**config.mk**
```make
export PLATFORM = sky130hd
export DESIGN_NAME = rrc_refresh_ctrl
export DESIGN_NICKNAME = d
export VERILOG_FILES = /design/src/verilog/rrc_pkg.sv /design/src/verilog/rrc_cycle_timer.sv /design/src/verilog/rrc_refresh_ctrl.sv
export VERILOG_INCLUDE_DIRS = /design/src /design/src/verilog
export SDC_FILE = /design/constraint.sdc
export NUM_CORES = 1
export LEC_CHECK = 0
export BUFFER_PORTS_ARGS = -buffer_cell sky130_fd_sc_hd__buf_4
export CORE_ASPECT_RATIO = 1.25
export CORE_MARGIN = 5
export CORE_UTILIZATION = 45
export CTS_CLUSTER_SIZE = 30
export DETAILED_ROUTE_END_ITERATION = 6
export GPL_ROUTABILITY_DRIVEN = 0
export PLACE_DENSITY = 0.75
export SETUP_SLACK_MARGIN = 0.15
export SLEW_MARGIN = 20
export SYNTH_ARGS = -nofsm -noshare
export SYNTH_HDL_FRONTEND = slang
export SYNTH_SLANG_ARGS = --single-unit
```
**constraint.sdc**
```tcl
create_clock -name mclk_in -period 4.1 [get_ports mclk_in]
set_input_delay 0.615 -clock mclk_in [delete_from_list [all_inputs] [get_ports mclk_in]]
set_output_delay 0.615 -clock mclk_in [all_outputs]
set_load 0.02 [all_outputs]
```
**src/verilog/rrc_defs.svh**
```systemverilog
// constants of the refresh-rate control block
//
// Functional notes
// - temperature control on: every refresh accepted, temperature-dependent share skipped internally; this block skips only in fixed 1x granularity.
// - interval stretched beyond normal only below 45 C, without host action.
// - extended range: host refreshes at 3.9 us, die halves that rate from 45 C up to below 85 C and quarters it below 45 C.
// - granularity field: 000 1x, 001 2x, 010 4x, 101 select 1x/2x, 110 select 1x/4x.
// - per-command settings: bank group bit 0 low means 1x, high means 2x or 4x.
// - after reset the die runs fixed 1x with the normal refresh cycle time.
// - least refresh cycle time 350 ns for 1x, 260 ns for 2x, 160 ns for 4x.
// - new interval and cycle time apply from the command that changes the rate.
`ifndef RRC_DEFS_SVH
`define RRC_DEFS_SVH

`define RRC_CLK_PERIOD_PS 5000
`define RRC_TRFC1_NS 350
`define RRC_TRFC2_NS 260
`define RRC_TRFC4_NS 160
`define RRC_TRFC1_CYC ((`RRC_TRFC1_NS * 1000 + `RRC_CLK_PERIOD_PS - 1) / `RRC_CLK_PERIOD_PS)
`define RRC_TRFC2_CYC ((`RRC_TRFC2_NS * 1000 + `RRC_CLK_PERIOD_PS - 1) / `RRC_CLK_PERIOD_PS)
`define RRC_TRFC4_CYC ((`RRC_TRFC4_NS * 1000 + `RRC_CLK_PERIOD_PS - 1) / `RRC_CLK_PERIOD_PS)

`define RRC_TEMP_COLD_C 45
`define RRC_TEMP_HOT_C 85

`define RRC_MR3_SEL_BA 2'h3
`define RRC_FGR_LSB 6
`define RRC_FGR_MSB 8

`define RRC_OFS_CTRL 8'h00
`define RRC_OFS_STATUS 8'h04
`define RRC_OFS_REF_COUNT 8'h08
`define RRC_OFS_SKIP_COUNT 8'h0c

`define RRC_CTRL_TCR_EN_BIT 0
`define RRC_CTRL_TCR_EXT_BIT 1
`define RRC_STAT_BUSY_BIT 4
`define RRC_STAT_VIOL_BIT 8
`define RRC_CTRL_RESET 2'h0

`endif

```
**src/verilog/rrc_pkg.sv**
```systemverilog
// types of the refresh-rate control block
package rrc_pkg;

  typedef enum logic [2:0] {
    RRC_FGR_FIXED_1X = 3'b000,
    RRC_FGR_FIXED_2X = 3'b001,
    RRC_FGR_FIXED_4X = 3'b010,
    RRC_FGR_SEL_1X2X = 3'b101,
    RRC_FGR_SEL_1X4X = 3'b110
  } rrc_fgr_t;

  typedef enum logic [1:0] {
    RRC_RATE_1X = 2'b00,
    RRC_RATE_2X = 2'b01,
    RRC_RATE_4X = 2'b10
  } rrc_rate_t;

endpackage

```
**src/verilog/rrc_cycle_timer.sv**
```systemverilog
// down-counter that holds a busy level for a loaded number of cycles
`timescale 1ns/1ps
module rrc_cycle_timer (
  // clock and reset
  input wire logic mclk_in,
  input wire logic reset_in,
  // load
  input wire logic load_in,
  input wire logic [6:0] load_val_in,
  // state
  output logic busy_out
);
  logic [6:0] count;

  always_ff @(posedge mclk_in) begin
    if (reset_in) begin
      count <= 7'h00;
    end else if (load_in) begin
      count <= load_val_in;
    end else if (count != 7'h00) begin
      count <= count - 7'h01;
    end
  end

  assign busy_out = (count != 7'h00);
endmodule

```
**src/verilog/rrc_refresh_ctrl.sv**
```systemverilog
// refresh-rate control: granularity decode, temperature skipping, cycle-time guard, apb registers
//
// The implementer's own choices: the address map and register access over APB.
`timescale 1ns/1ps
`include "rrc_defs.svh"
module rrc_refresh_ctrl
  import rrc_pkg::*;
(
  // clock and reset
  input wire logic mclk_in,
  input wire logic reset_in,
  // command bus, sampled on each rising clock edge
  input wire logic cmd_cs_n_in,
  input wire logic cmd_act_n_in,
  input wire logic cmd_ras_n_in,
  input wire logic cmd_cas_n_in,
  input wire logic cmd_we_n_in,
  input wire logic [1:0] cmd_bg_in,
  input wire logic [1:0] cmd_ba_in,
  input wire logic [13:0] cmd_addr_in,
  // temperature sensor, degrees celsius, signed
  input wire logic signed [7:0] case_temp_in,
  // apb slave
  input wire logic psel_in,
  input wire logic penable_in,
  input wire logic pwrite_in,
  input wire logic [7:0] paddr_in,
  input wire logic [31:0] pwdata_in,
  output logic [31:0] prdata_out,
  output logic pready_out,
  output logic pslverr_out,
  // refresh engine
  output logic refresh_exec_out,
  output logic refresh_skip_out,
  output logic [1:0] refresh_rate_out,
  output logic refresh_busy_out,
  output logic [2:0] fine_granularity_refresh_out
);

  ////////////////////////////////////////////////////////////////////////////
  // command decode

  wire cmd_sel = !cmd_cs_n_in;
  wire cmd_is_ref = cmd_sel && cmd_act_n_in && !cmd_ras_n_in && !cmd_cas_n_in && cmd_we_n_in;
  wire cmd_is_mrs = cmd_sel && cmd_act_n_in && !cmd_ras_n_in && !cmd_cas_n_in && !cmd_we_n_in;
  wire cmd_is_mr3 = cmd_is_mrs && !cmd_bg_in[1] && (cmd_ba_in == `RRC_MR3_SEL_BA);
  wire [2:0] mr3_code = cmd_addr_in[`RRC_FGR_MSB:`RRC_FGR_LSB];
  wire mr3_code_ok = (mr3_code == RRC_FGR_FIXED_1X) || (mr3_code == RRC_FGR_FIXED_2X) ||
                     (mr3_code == RRC_FGR_FIXED_4X) || (mr3_code == RRC_FGR_SEL_1X2X) ||
                     (mr3_code == RRC_FGR_SEL_1X4X);

  ////////////////////////////////////////////////////////////////////////////
  // fine granularity setting

  rrc_fgr_t fgr_mode;
  wire fgr_load = cmd_is_mr3 && mr3_code_ok;

  always_ff @(posedge mclk_in) begin
    if (reset_in) begin
      fgr_mode <= RRC_FGR_FIXED_1X;
    end else if (fgr_load) begin
      fgr_mode <= rrc_fgr_t'(mr3_code);
    end
  end

  ////////////////////////////////////////////////////////////////////////////
  // rate of the refresh on the bus

  rrc_rate_t next_rate;

  always_comb begin
    unique case (fgr_mode)
      RRC_FGR_FIXED_1X: next_rate = RRC_RATE_1X;
      RRC_FGR_FIXED_2X: next_rate = RRC_RATE_2X;
      RRC_FGR_FIXED_4X: next_rate = RRC_RATE_4X;
      RRC_FGR_SEL_1X2X: next_rate = cmd_bg_in[0] ? RRC_RATE_2X : RRC_RATE_1X;
      RRC_FGR_SEL_1X4X: next_rate = cmd_bg_in[0] ? RRC_RATE_4X : RRC_RATE_1X;
      default: next_rate = RRC_RATE_1X;
    endcase
  end

  wire [6:0] trfc_cyc = (next_rate == RRC_RATE_4X) ? 7'(`RRC_TRFC4_CYC) :
                        (next_rate == RRC_RATE_2X) ? 7'(`RRC_TRFC2_CYC) :
                        7'(`RRC_TRFC1_CYC);

  ////////////////////////////////////////////////////////////////////////////
  // refresh cycle time guard

  logic busy;

  rrc_cycle_timer u_trfc (
    .mclk_in(mclk_in),
    .reset_in(reset_in),
    .load_in(cmd_is_ref),
    .load_val_in(trfc_cyc),
    .busy_out(busy)
  );

  // anything but a deselect while busy breaks the cycle-time contract
  wire viol_event = busy && cmd_sel;

  ////////////////////////////////////////////////////////////////////////////
  // temperature-controlled skipping

  logic tcr_en;
  logic tcr_ext;
  logic [1:0] gear_phase;

  wire temp_cold = case_temp_in < 8'sd`RRC_TEMP_COLD_C;
  wire temp_hot = case_temp_in >= 8'sd`RRC_TEMP_HOT_C;
  wire tcr_active = tcr_en && (fgr_mode == RRC_FGR_FIXED_1X);
  // gear mask: 0 keeps all, 1 keeps one of two, 3 keeps one of four
  wire [1:0] gear_mask = !tcr_active ? 2'h0 :
                         temp_hot ? 2'h0 :
                         (tcr_ext && temp_cold) ? 2'h3 :
                         (tcr_ext || temp_cold) ? 2'h1 : 2'h0;
  wire ref_keep = ((gear_phase & gear_mask) == 2'h0);

  always_ff @(posedge mclk_in) begin
    if (reset_in) begin
      gear_phase <= 2'h0;
    end else if (!tcr_active) begin
      gear_phase <= 2'h0;
    end else if (cmd_is_ref) begin
      gear_phase <= gear_phase + 2'h1;
    end
  end

  ////////////////////////////////////////////////////////////////////////////
  // refresh engine outputs and counters

  logic [15:0] ref_count;
  logic [15:0] skip_count;
  logic viol_flag;

  always_ff @(posedge mclk_in) begin
    if (reset_in) begin
      refresh_exec_out <= 1'b0;
      refresh_skip_out <= 1'b0;
      refresh_rate_out <= RRC_RATE_1X;
    end else begin
      refresh_exec_out <= cmd_is_ref && ref_keep;
      refresh_skip_out <= cmd_is_ref && !ref_keep;
      if (cmd_is_ref) begin
        refresh_rate_out <= next_rate;
      end
    end
  end

  always_ff @(posedge mclk_in) begin
    if (reset_in) begin
      ref_count <= 16'h0000;
      skip_count <= 16'h0000;
    end else if (cmd_is_ref) begin
      if (ref_keep) begin
        ref_count <= ref_count + 16'h0001;
      end else begin
        skip_count <= skip_count + 16'h0001;
      end
    end
  end

  assign refresh_busy_out = busy;
  assign fine_granularity_refresh_out = fgr_mode;

  ////////////////////////////////////////////////////////////////////////////
  // apb slave

  wire apb_setup = psel_in && !penable_in;
  wire apb_wr = psel_in && penable_in && pwrite_in;
  wire hit_ctrl = (paddr_in == `RRC_OFS_CTRL);
  wire hit_stat = (paddr_in == `RRC_OFS_STATUS);
  wire hit_refc = (paddr_in == `RRC_OFS_REF_COUNT);
  wire hit_skip = (paddr_in == `RRC_OFS_SKIP_COUNT);
  wire hit_any = hit_ctrl || hit_stat || hit_refc || hit_skip;
  wire viol_clear = apb_wr && hit_stat && pwdata_in[`RRC_STAT_VIOL_BIT];

  wire [31:0] stat_word = {23'h000000, viol_flag, 1'b0, refresh_rate_out, busy, 1'b0, fgr_mode};
  wire [31:0] rd_mux = hit_ctrl ? {30'h00000000, tcr_ext, tcr_en} :
                       hit_stat ? stat_word :
                       hit_refc ? {16'h0000, ref_count} :
                       hit_skip ? {16'h0000, skip_count} : 32'h00000000;

  always_ff @(posedge mclk_in) begin
    if (reset_in) begin
      {tcr_ext, tcr_en} <= `RRC_CTRL_RESET;
    end else if (apb_wr && hit_ctrl) begin
      tcr_en <= pwdata_in[`RRC_CTRL_TCR_EN_BIT];
      tcr_ext <= pwdata_in[`RRC_CTRL_TCR_EXT_BIT];
    end
  end

  always_ff @(posedge mclk_in) begin
    if (reset_in) begin
      viol_flag <= 1'b0;
    end else if (viol_event) begin
      viol_flag <= 1'b1;
    end else if (viol_clear) begin
      viol_flag <= 1'b0;
    end
  end

  always_ff @(posedge mclk_in) begin
    if (reset_in) begin
      prdata_out <= 32'h00000000;
      pslverr_out <= 1'b0;
    end else if (apb_setup) begin
      prdata_out <= pwrite_in ? 32'h00000000 : rd_mux;
      pslverr_out <= !hit_any;
    end
  end

  assign pready_out = 1'b1;

  // busy stays for at least 16 cycles after a 1x refresh and ends on time
  logic [6:0] ast_busy_len;
  always_ff @(posedge mclk_in) begin
    if (reset_in || cmd_is_ref) begin
      ast_busy_len <= 7'h00;
    end else if (busy) begin
      ast_busy_len <= ast_busy_len + 7'h01;
    end
  end
endmodule

```
* Word level (Yosys, flattened, before mapping)
Cells that the tools add are included.
W data, S select, Z words.
** Word-level totals
- Word-level logic and storage cells :: 99
- Input port bits :: 76
- Memories :: 0
- Bits in registers :: 84
- Bits in latches :: 0
- Bits in writable memories :: 0
- Bits in read-only memories :: 0
- Output and inout port bits :: 42
** Operators by class
- Reductions and logical operators :: 45
- Bitwise logic cells :: 3
- Multiplexer cells :: 18
- Shift operators :: 0
- Eq/ne operators :: 14
- Add/subtract/negate cells :: 4
- Divide/modulo/power cells :: 0
- Multipliers :: 0
- Magnitude comparators :: 2
** Operators with widths (number)
- $mux W16 :: 5
- $add A16 B1 Y16 const B :: 2
- $mux W7 :: 4
- $logic_and A1 B1 Y1 :: 19
- $eq A8 B4 Y1 const B :: 2
- $eq A3 B3 Y1 const B :: 4
- $eq A8 B3 Y1 const B :: 1
- $ge A8 B8 Y1 const B :: 1
- $logic_not A1 Y1 :: 8
- $logic_not A8 Y1 :: 1
- $logic_or A1 B1 Y1 :: 8
- $lt A8 B7 Y1 const B :: 1
- $mux W2 :: 4
- $pmux W2 S4 :: 1
- $reduce_bool A7 Y1 :: 1
- $sub A7 B1 Y7 const B :: 1
- $eq A3 B1 Y1 const B :: 2
- $eq A3 B2 Y1 const B :: 2
- $logic_not A3 Y1 :: 2
- $eq A2 B2 Y1 const B :: 2
- $mux W1 :: 4
- $reduce_and A2 Y1 :: 2
- $reduce_bool A2 Y1 :: 2
- $add A2 B1 Y2 const B :: 1
- other kinds (5) :: 6

* Logic depth before layout (Yosys ltp)
- Depth after elaboration :: 10
- Depth in mapped cells :: 9
- Depth with buffers taken out :: 9

* Modules after synthesis
From an unflattened synthesis, not the netlist that was laid out.
** Unflattened totals
- Cells, all modules :: 474
- Area, all modules :: 3940.0 sq um
** Modules (own cells, without submodules)
- rrc_refresh_ctrl :: sequential area each 1221.2 sq um, area an instance 3475.8 sq um, cells an instance 420, times used 1
- rrc_cycle_timer :: sequential area each 140.1 sq um, area an instance 464.2 sq um, cells an instance 54, times used 1

* Worst setup path before layout
Ideal clock, no wire load.
- Path type :: in2reg
- Start point :: in cmd_cs_n_in
- End point :: reg ref_count[15]
- Data arrival time :: 2.014 ns
- Required time :: 3.979 ns
- Library setup time :: 0.121 ns
- Stages on the path :: 6
- Slack :: 1.965 ns
- Path buffers :: 1
- Cell sequence :: nor4b_4 nand2_4 a21o_1 buf_6 nor4_1 mux2_2
** On the way
- Longest elaborated chain between the ends :: 6
** RTL lines
- from (decl) :: RTL line rrc_refresh_ctrl.sv:13 : input wire logic cmd_cs_n_in,
- $logic_not A1 Y1 :: RTL line rrc_refresh_ctrl.sv:43 : wire cmd_sel = !cmd_cs_n_in;
- $logic_and A1 B1 Y1 (4 in a row) :: RTL line rrc_refresh_ctrl.sv:44 : wire cmd_is_ref = cmd_sel && cmd_act_n_in && !cmd_ras_n_in && !cmd_cas_n_in && cmd_we_n_in;
- $reduce_and A2 Y1 (no line)
- to (signal assigned) :: RTL line rrc_refresh_ctrl.sv:156 : ref_count <= ref_count + 16'h0001;
- to (decl) :: RTL line rrc_refresh_ctrl.sv:132 : logic [15:0] ref_count;
No other way between the ends.
A chain may end at the register's enable or synchronous reset.

* Worst setup path after layout
- Start point :: reg u_trfc.count[2]
- End point :: out refresh_busy_out
** On the way
- Longest elaborated chain between the ends :: 1
** RTL lines
- from (decl) :: RTL line rrc_cycle_timer.sv:13 : logic [6:0] count;
- from (signal assigned) :: RTL line rrc_cycle_timer.sv:19 : count <= load_val_in;
- from (signal assigned) :: RTL line rrc_cycle_timer.sv:21 : count <= count - 7'h01;
- $reduce_bool A7 Y1 :: RTL line rrc_cycle_timer.sv:25 : assign busy_out = (count != 7'h00);
- to (decl) :: RTL line rrc_refresh_ctrl.sv:36 : output logic refresh_busy_out,
No other way between the ends.

==> impl_results.md <==
* Pin count of the biggest net entering global routing at 67
* Largest family of logic cells by synthesized area: simple AND/OR/NAND/NOR gates
* Share of post-route cells with drive strength above 1 at 0.193
* Syn. warnings at 0
* Root buf cell: clkbuf_8
* Most frequent cells in the layout: dfxtp_1, nor2_1, buf_4
* Clk pin slew, worst setup/hold paths at 0.07 ns
* Synth Area in Simple Gates at 0.243
* Final setup violation count at 0
* Residual DRC count at 0
* Final Max Tran Viols at 0
* Rel. slew slack at 0.552
* CP required at 3.48 ns
* Post-CTS Setup Bufs at 0
* Sequential-to-total area share from yosys stat at 0.385
* R2r worst-path depth at 7
* N_diodes at 0
* Post-Route WL at 8490 µm
* Reg-to-Reg Start: fine_granularity_refresh_out[1]
* Worst Path Arrival at 1.92 ns
* Inserted Clock Buffers at 9
* WHS Endpoint: prdata_out[0]
* IO buf count at 60
* Area delta synth->final at 17.0%
* HP Class: flip-flop to flip-flop
* FF-to-FF End: skip_count[15]
* Mux share of post-synthesis cell area at 0.0467
* Synth Area in Adders at 0.0318
* Vias in the first global route at 2995
* Hpwl dp at 6170 µm
* Main synth FF type: dfxtp_1
* Fmax at 395 MHz
* Rows at 36
* Hold Path Cell Cnt at 2
* Die H at 109 µm
* Worst hold path startpoint: prdata_out[0]
* Initial cell density of the core at 0.457
* Vias/cell at 5.44
* Pwr dens at 365 nW/µm²
* Mapped Area at 3540 µm²
* R2R Setup Slk at 1.66 ns
* RSZ-0062 raised after global routing: no
* Core Region at 7750 µm²
* Peak fanout along the critical path at 8
* Setup TNS at 0 ns
* Clock Latency Late Sink at 0.34 ns
* Maximum VDD drop at 0.234 mV
* Die W at 89.3 µm
* Status: finished, final reports clean
* Avg Inst Size Synth at 8.34 µm²
* XOR/XNOR Fraction of Synth Area at 0.0644
* Final hold violation count at 0
* Die ar. at 9740 µm²
* Drt pass-1 iters at 4
* Post-DRT Antenna Nets at 0
* DRT iter0 DRCs at 216
* Commonest non-fill, non-tap cell in the layout: dfxtp_1
* Global-route wire length before repair at 13700 µm
* Worst-case clock buffer depth at 2
* Layout Skew at 0.00549 ns
* Distinct cell type count after synthesis at 51
* Min cycle time layout at 2.53 ns
* I/O Pins at 118
* Crit path launch type: flip-flop
* Synth Instances at 424
* Final period util at 0.618
* WL/cell at 14.7 µm
* Total congestion overflow at 0
* GRT Util Overall at 0.179
* Compound-Gate Fraction of Synth Area at 0.156
* Critical Path Sink Type: output pin
* Kind of critical path: flip-flop to output pin
* CTS tree: built
* CTS H-tree depth at 3
* CTS Hold Buffers Added at 0
* PostCTS Resize Cnt at 0
* Worst-margin pin slew at 0.672 ns
* Initial antenna violation count at 0
* Maxcap violations at 0
* Num Clock Sinks at 68
* Pleak at 0.00164 µW
* Number of flops mapped to enable cells by yosys at 0
* Async SR Flop Fraction at 0
* Post-layout utilization of the core at 0.534
* FF+latch count, synth at 68
* Via Count at 3136
* Nets at 562
==> metal layers <==
layer  vias up  wire, µm  track usage
li1       1563         -            -
met1      1453      3510        0.214
met2       107      4140        0.303
met3        13       670       0.0393
met4         0       174       0.0766
met5         -         0            0
==> critical path, cell delays in order, from the launching register on <==
cell	delay (ns)
dfxtp_1	0.35
nor3_1	0.39
and3_1	0.35
clkinv_1	0.26
buf_4	0.24
==> Yosys cell counts (2+ instances only) <==
library cell,number,area share
nand2_1,29,0.031
a21bo_2,2,0.0057
and2_1,5,0.0088
nor3_1,10,0.014
conb_1,2,0.0021
nor4_1,3,0.0053
nand3b_1,3,0.0064
mux2_2,8,0.025
a211oi_1,3,0.0064
clkbuf_1,13,0.014
o31ai_1,3,0.0064
nand2b_1,2,0.0035
a22oi_1,14,0.030
or4_1,3,0.0064
xor2_1,13,0.032
mux4_2,2,0.013
o21ai_0,21,0.030
nor2b_1,5,0.0088
dfxtp_1,68,0.38
a21oi_1,27,0.038
ha_1,9,0.032
a2111oi_1,4,0.011
nor2_1,62,0.066
or3_1,6,0.011
nand3_1,18,0.025
mux2i_1,3,0.0085
nand4_1,8,0.014
and3_1,12,0.021
and4_1,2,0.0050
a31oi_1,3,0.0053
xnor2_1,13,0.032
buf_4,17,0.036
buf_2,2,0.0028
inv_1,12,0.013
==> flip-flops by register name, summed over array words and instances (netlist names), 2 cells and up <==
name	flops
u_trfc.count	7
skip_count	16
ref_count	16
refresh_rate_out	2
prdata_out	16
gear_phase	2
fine_granularity_refresh_out	3
==> final cells by class <==
type / count / area, µm²
fillers: 733 / 3610
well taps: 95 / 119
clock inverters: 5 / 27.5
multi-input cells: 324 / 1980
repair buffers: 61 / 458
inverters: 13 / 48.8
clock buffers: 11 / 141
flip-flops and latches: 68 / 1360
==> cell families (layout without fill, tap and decap cells) <==
logic type                 Yosys count  in the layout
adders and majority gates            9              9
muxes                               13             13
xor gates and xnor gates            26             26
DFF                                 68             68
and+or+nand+nor                    173            173
AOI/OAI and AO/OA                   86             86
other                                2             17
buffers and inverters               47             90
==> power by group <==
group | switching [µW] | internal [µW] | leakage [µW] | total [µW]
Combinational | 174 | 133 | 0.00100 | 307
Clock | 251 | 232 | 0.0000889 | 483
Sequential | 27.6 | 694 | 0.000550 | 722
==> worst max-delay path by stage <==
stage,start,to,slack [ns]
after global routing,u_trfc.count[2],refresh_busy_out,1.40
after CTS,u_trfc.count[2],refresh_busy_out,1.56
after detailed placement,cmd_cs_n_in,skip_count[15],1.36
after floorplan,cmd_cs_n_in,ref_count[15],1.96
after global placement,cmd_cs_n_in,skip_count[15],1.40
final,u_trfc.count[2],refresh_busy_out,1.57
==> through the flow <==
stage	cells	hold WS, ns	setup slack (ns)	total power (µW)	area (µm²)
2_1_floorplan	439	0.455	1.96	966	3590
3_3_place_gp	561	0.445	1.40	1030	3970
3_5_place_dp	561	0.447	1.36	1040	3970
4_1_cts	577	0.463	1.56	1520	4140
5_1_grt	577	0.484	1.40	1590	4140
6_report	577	0.459	1.57	1510	4140
Note: power is estimated with default switching activity, not from simulation.
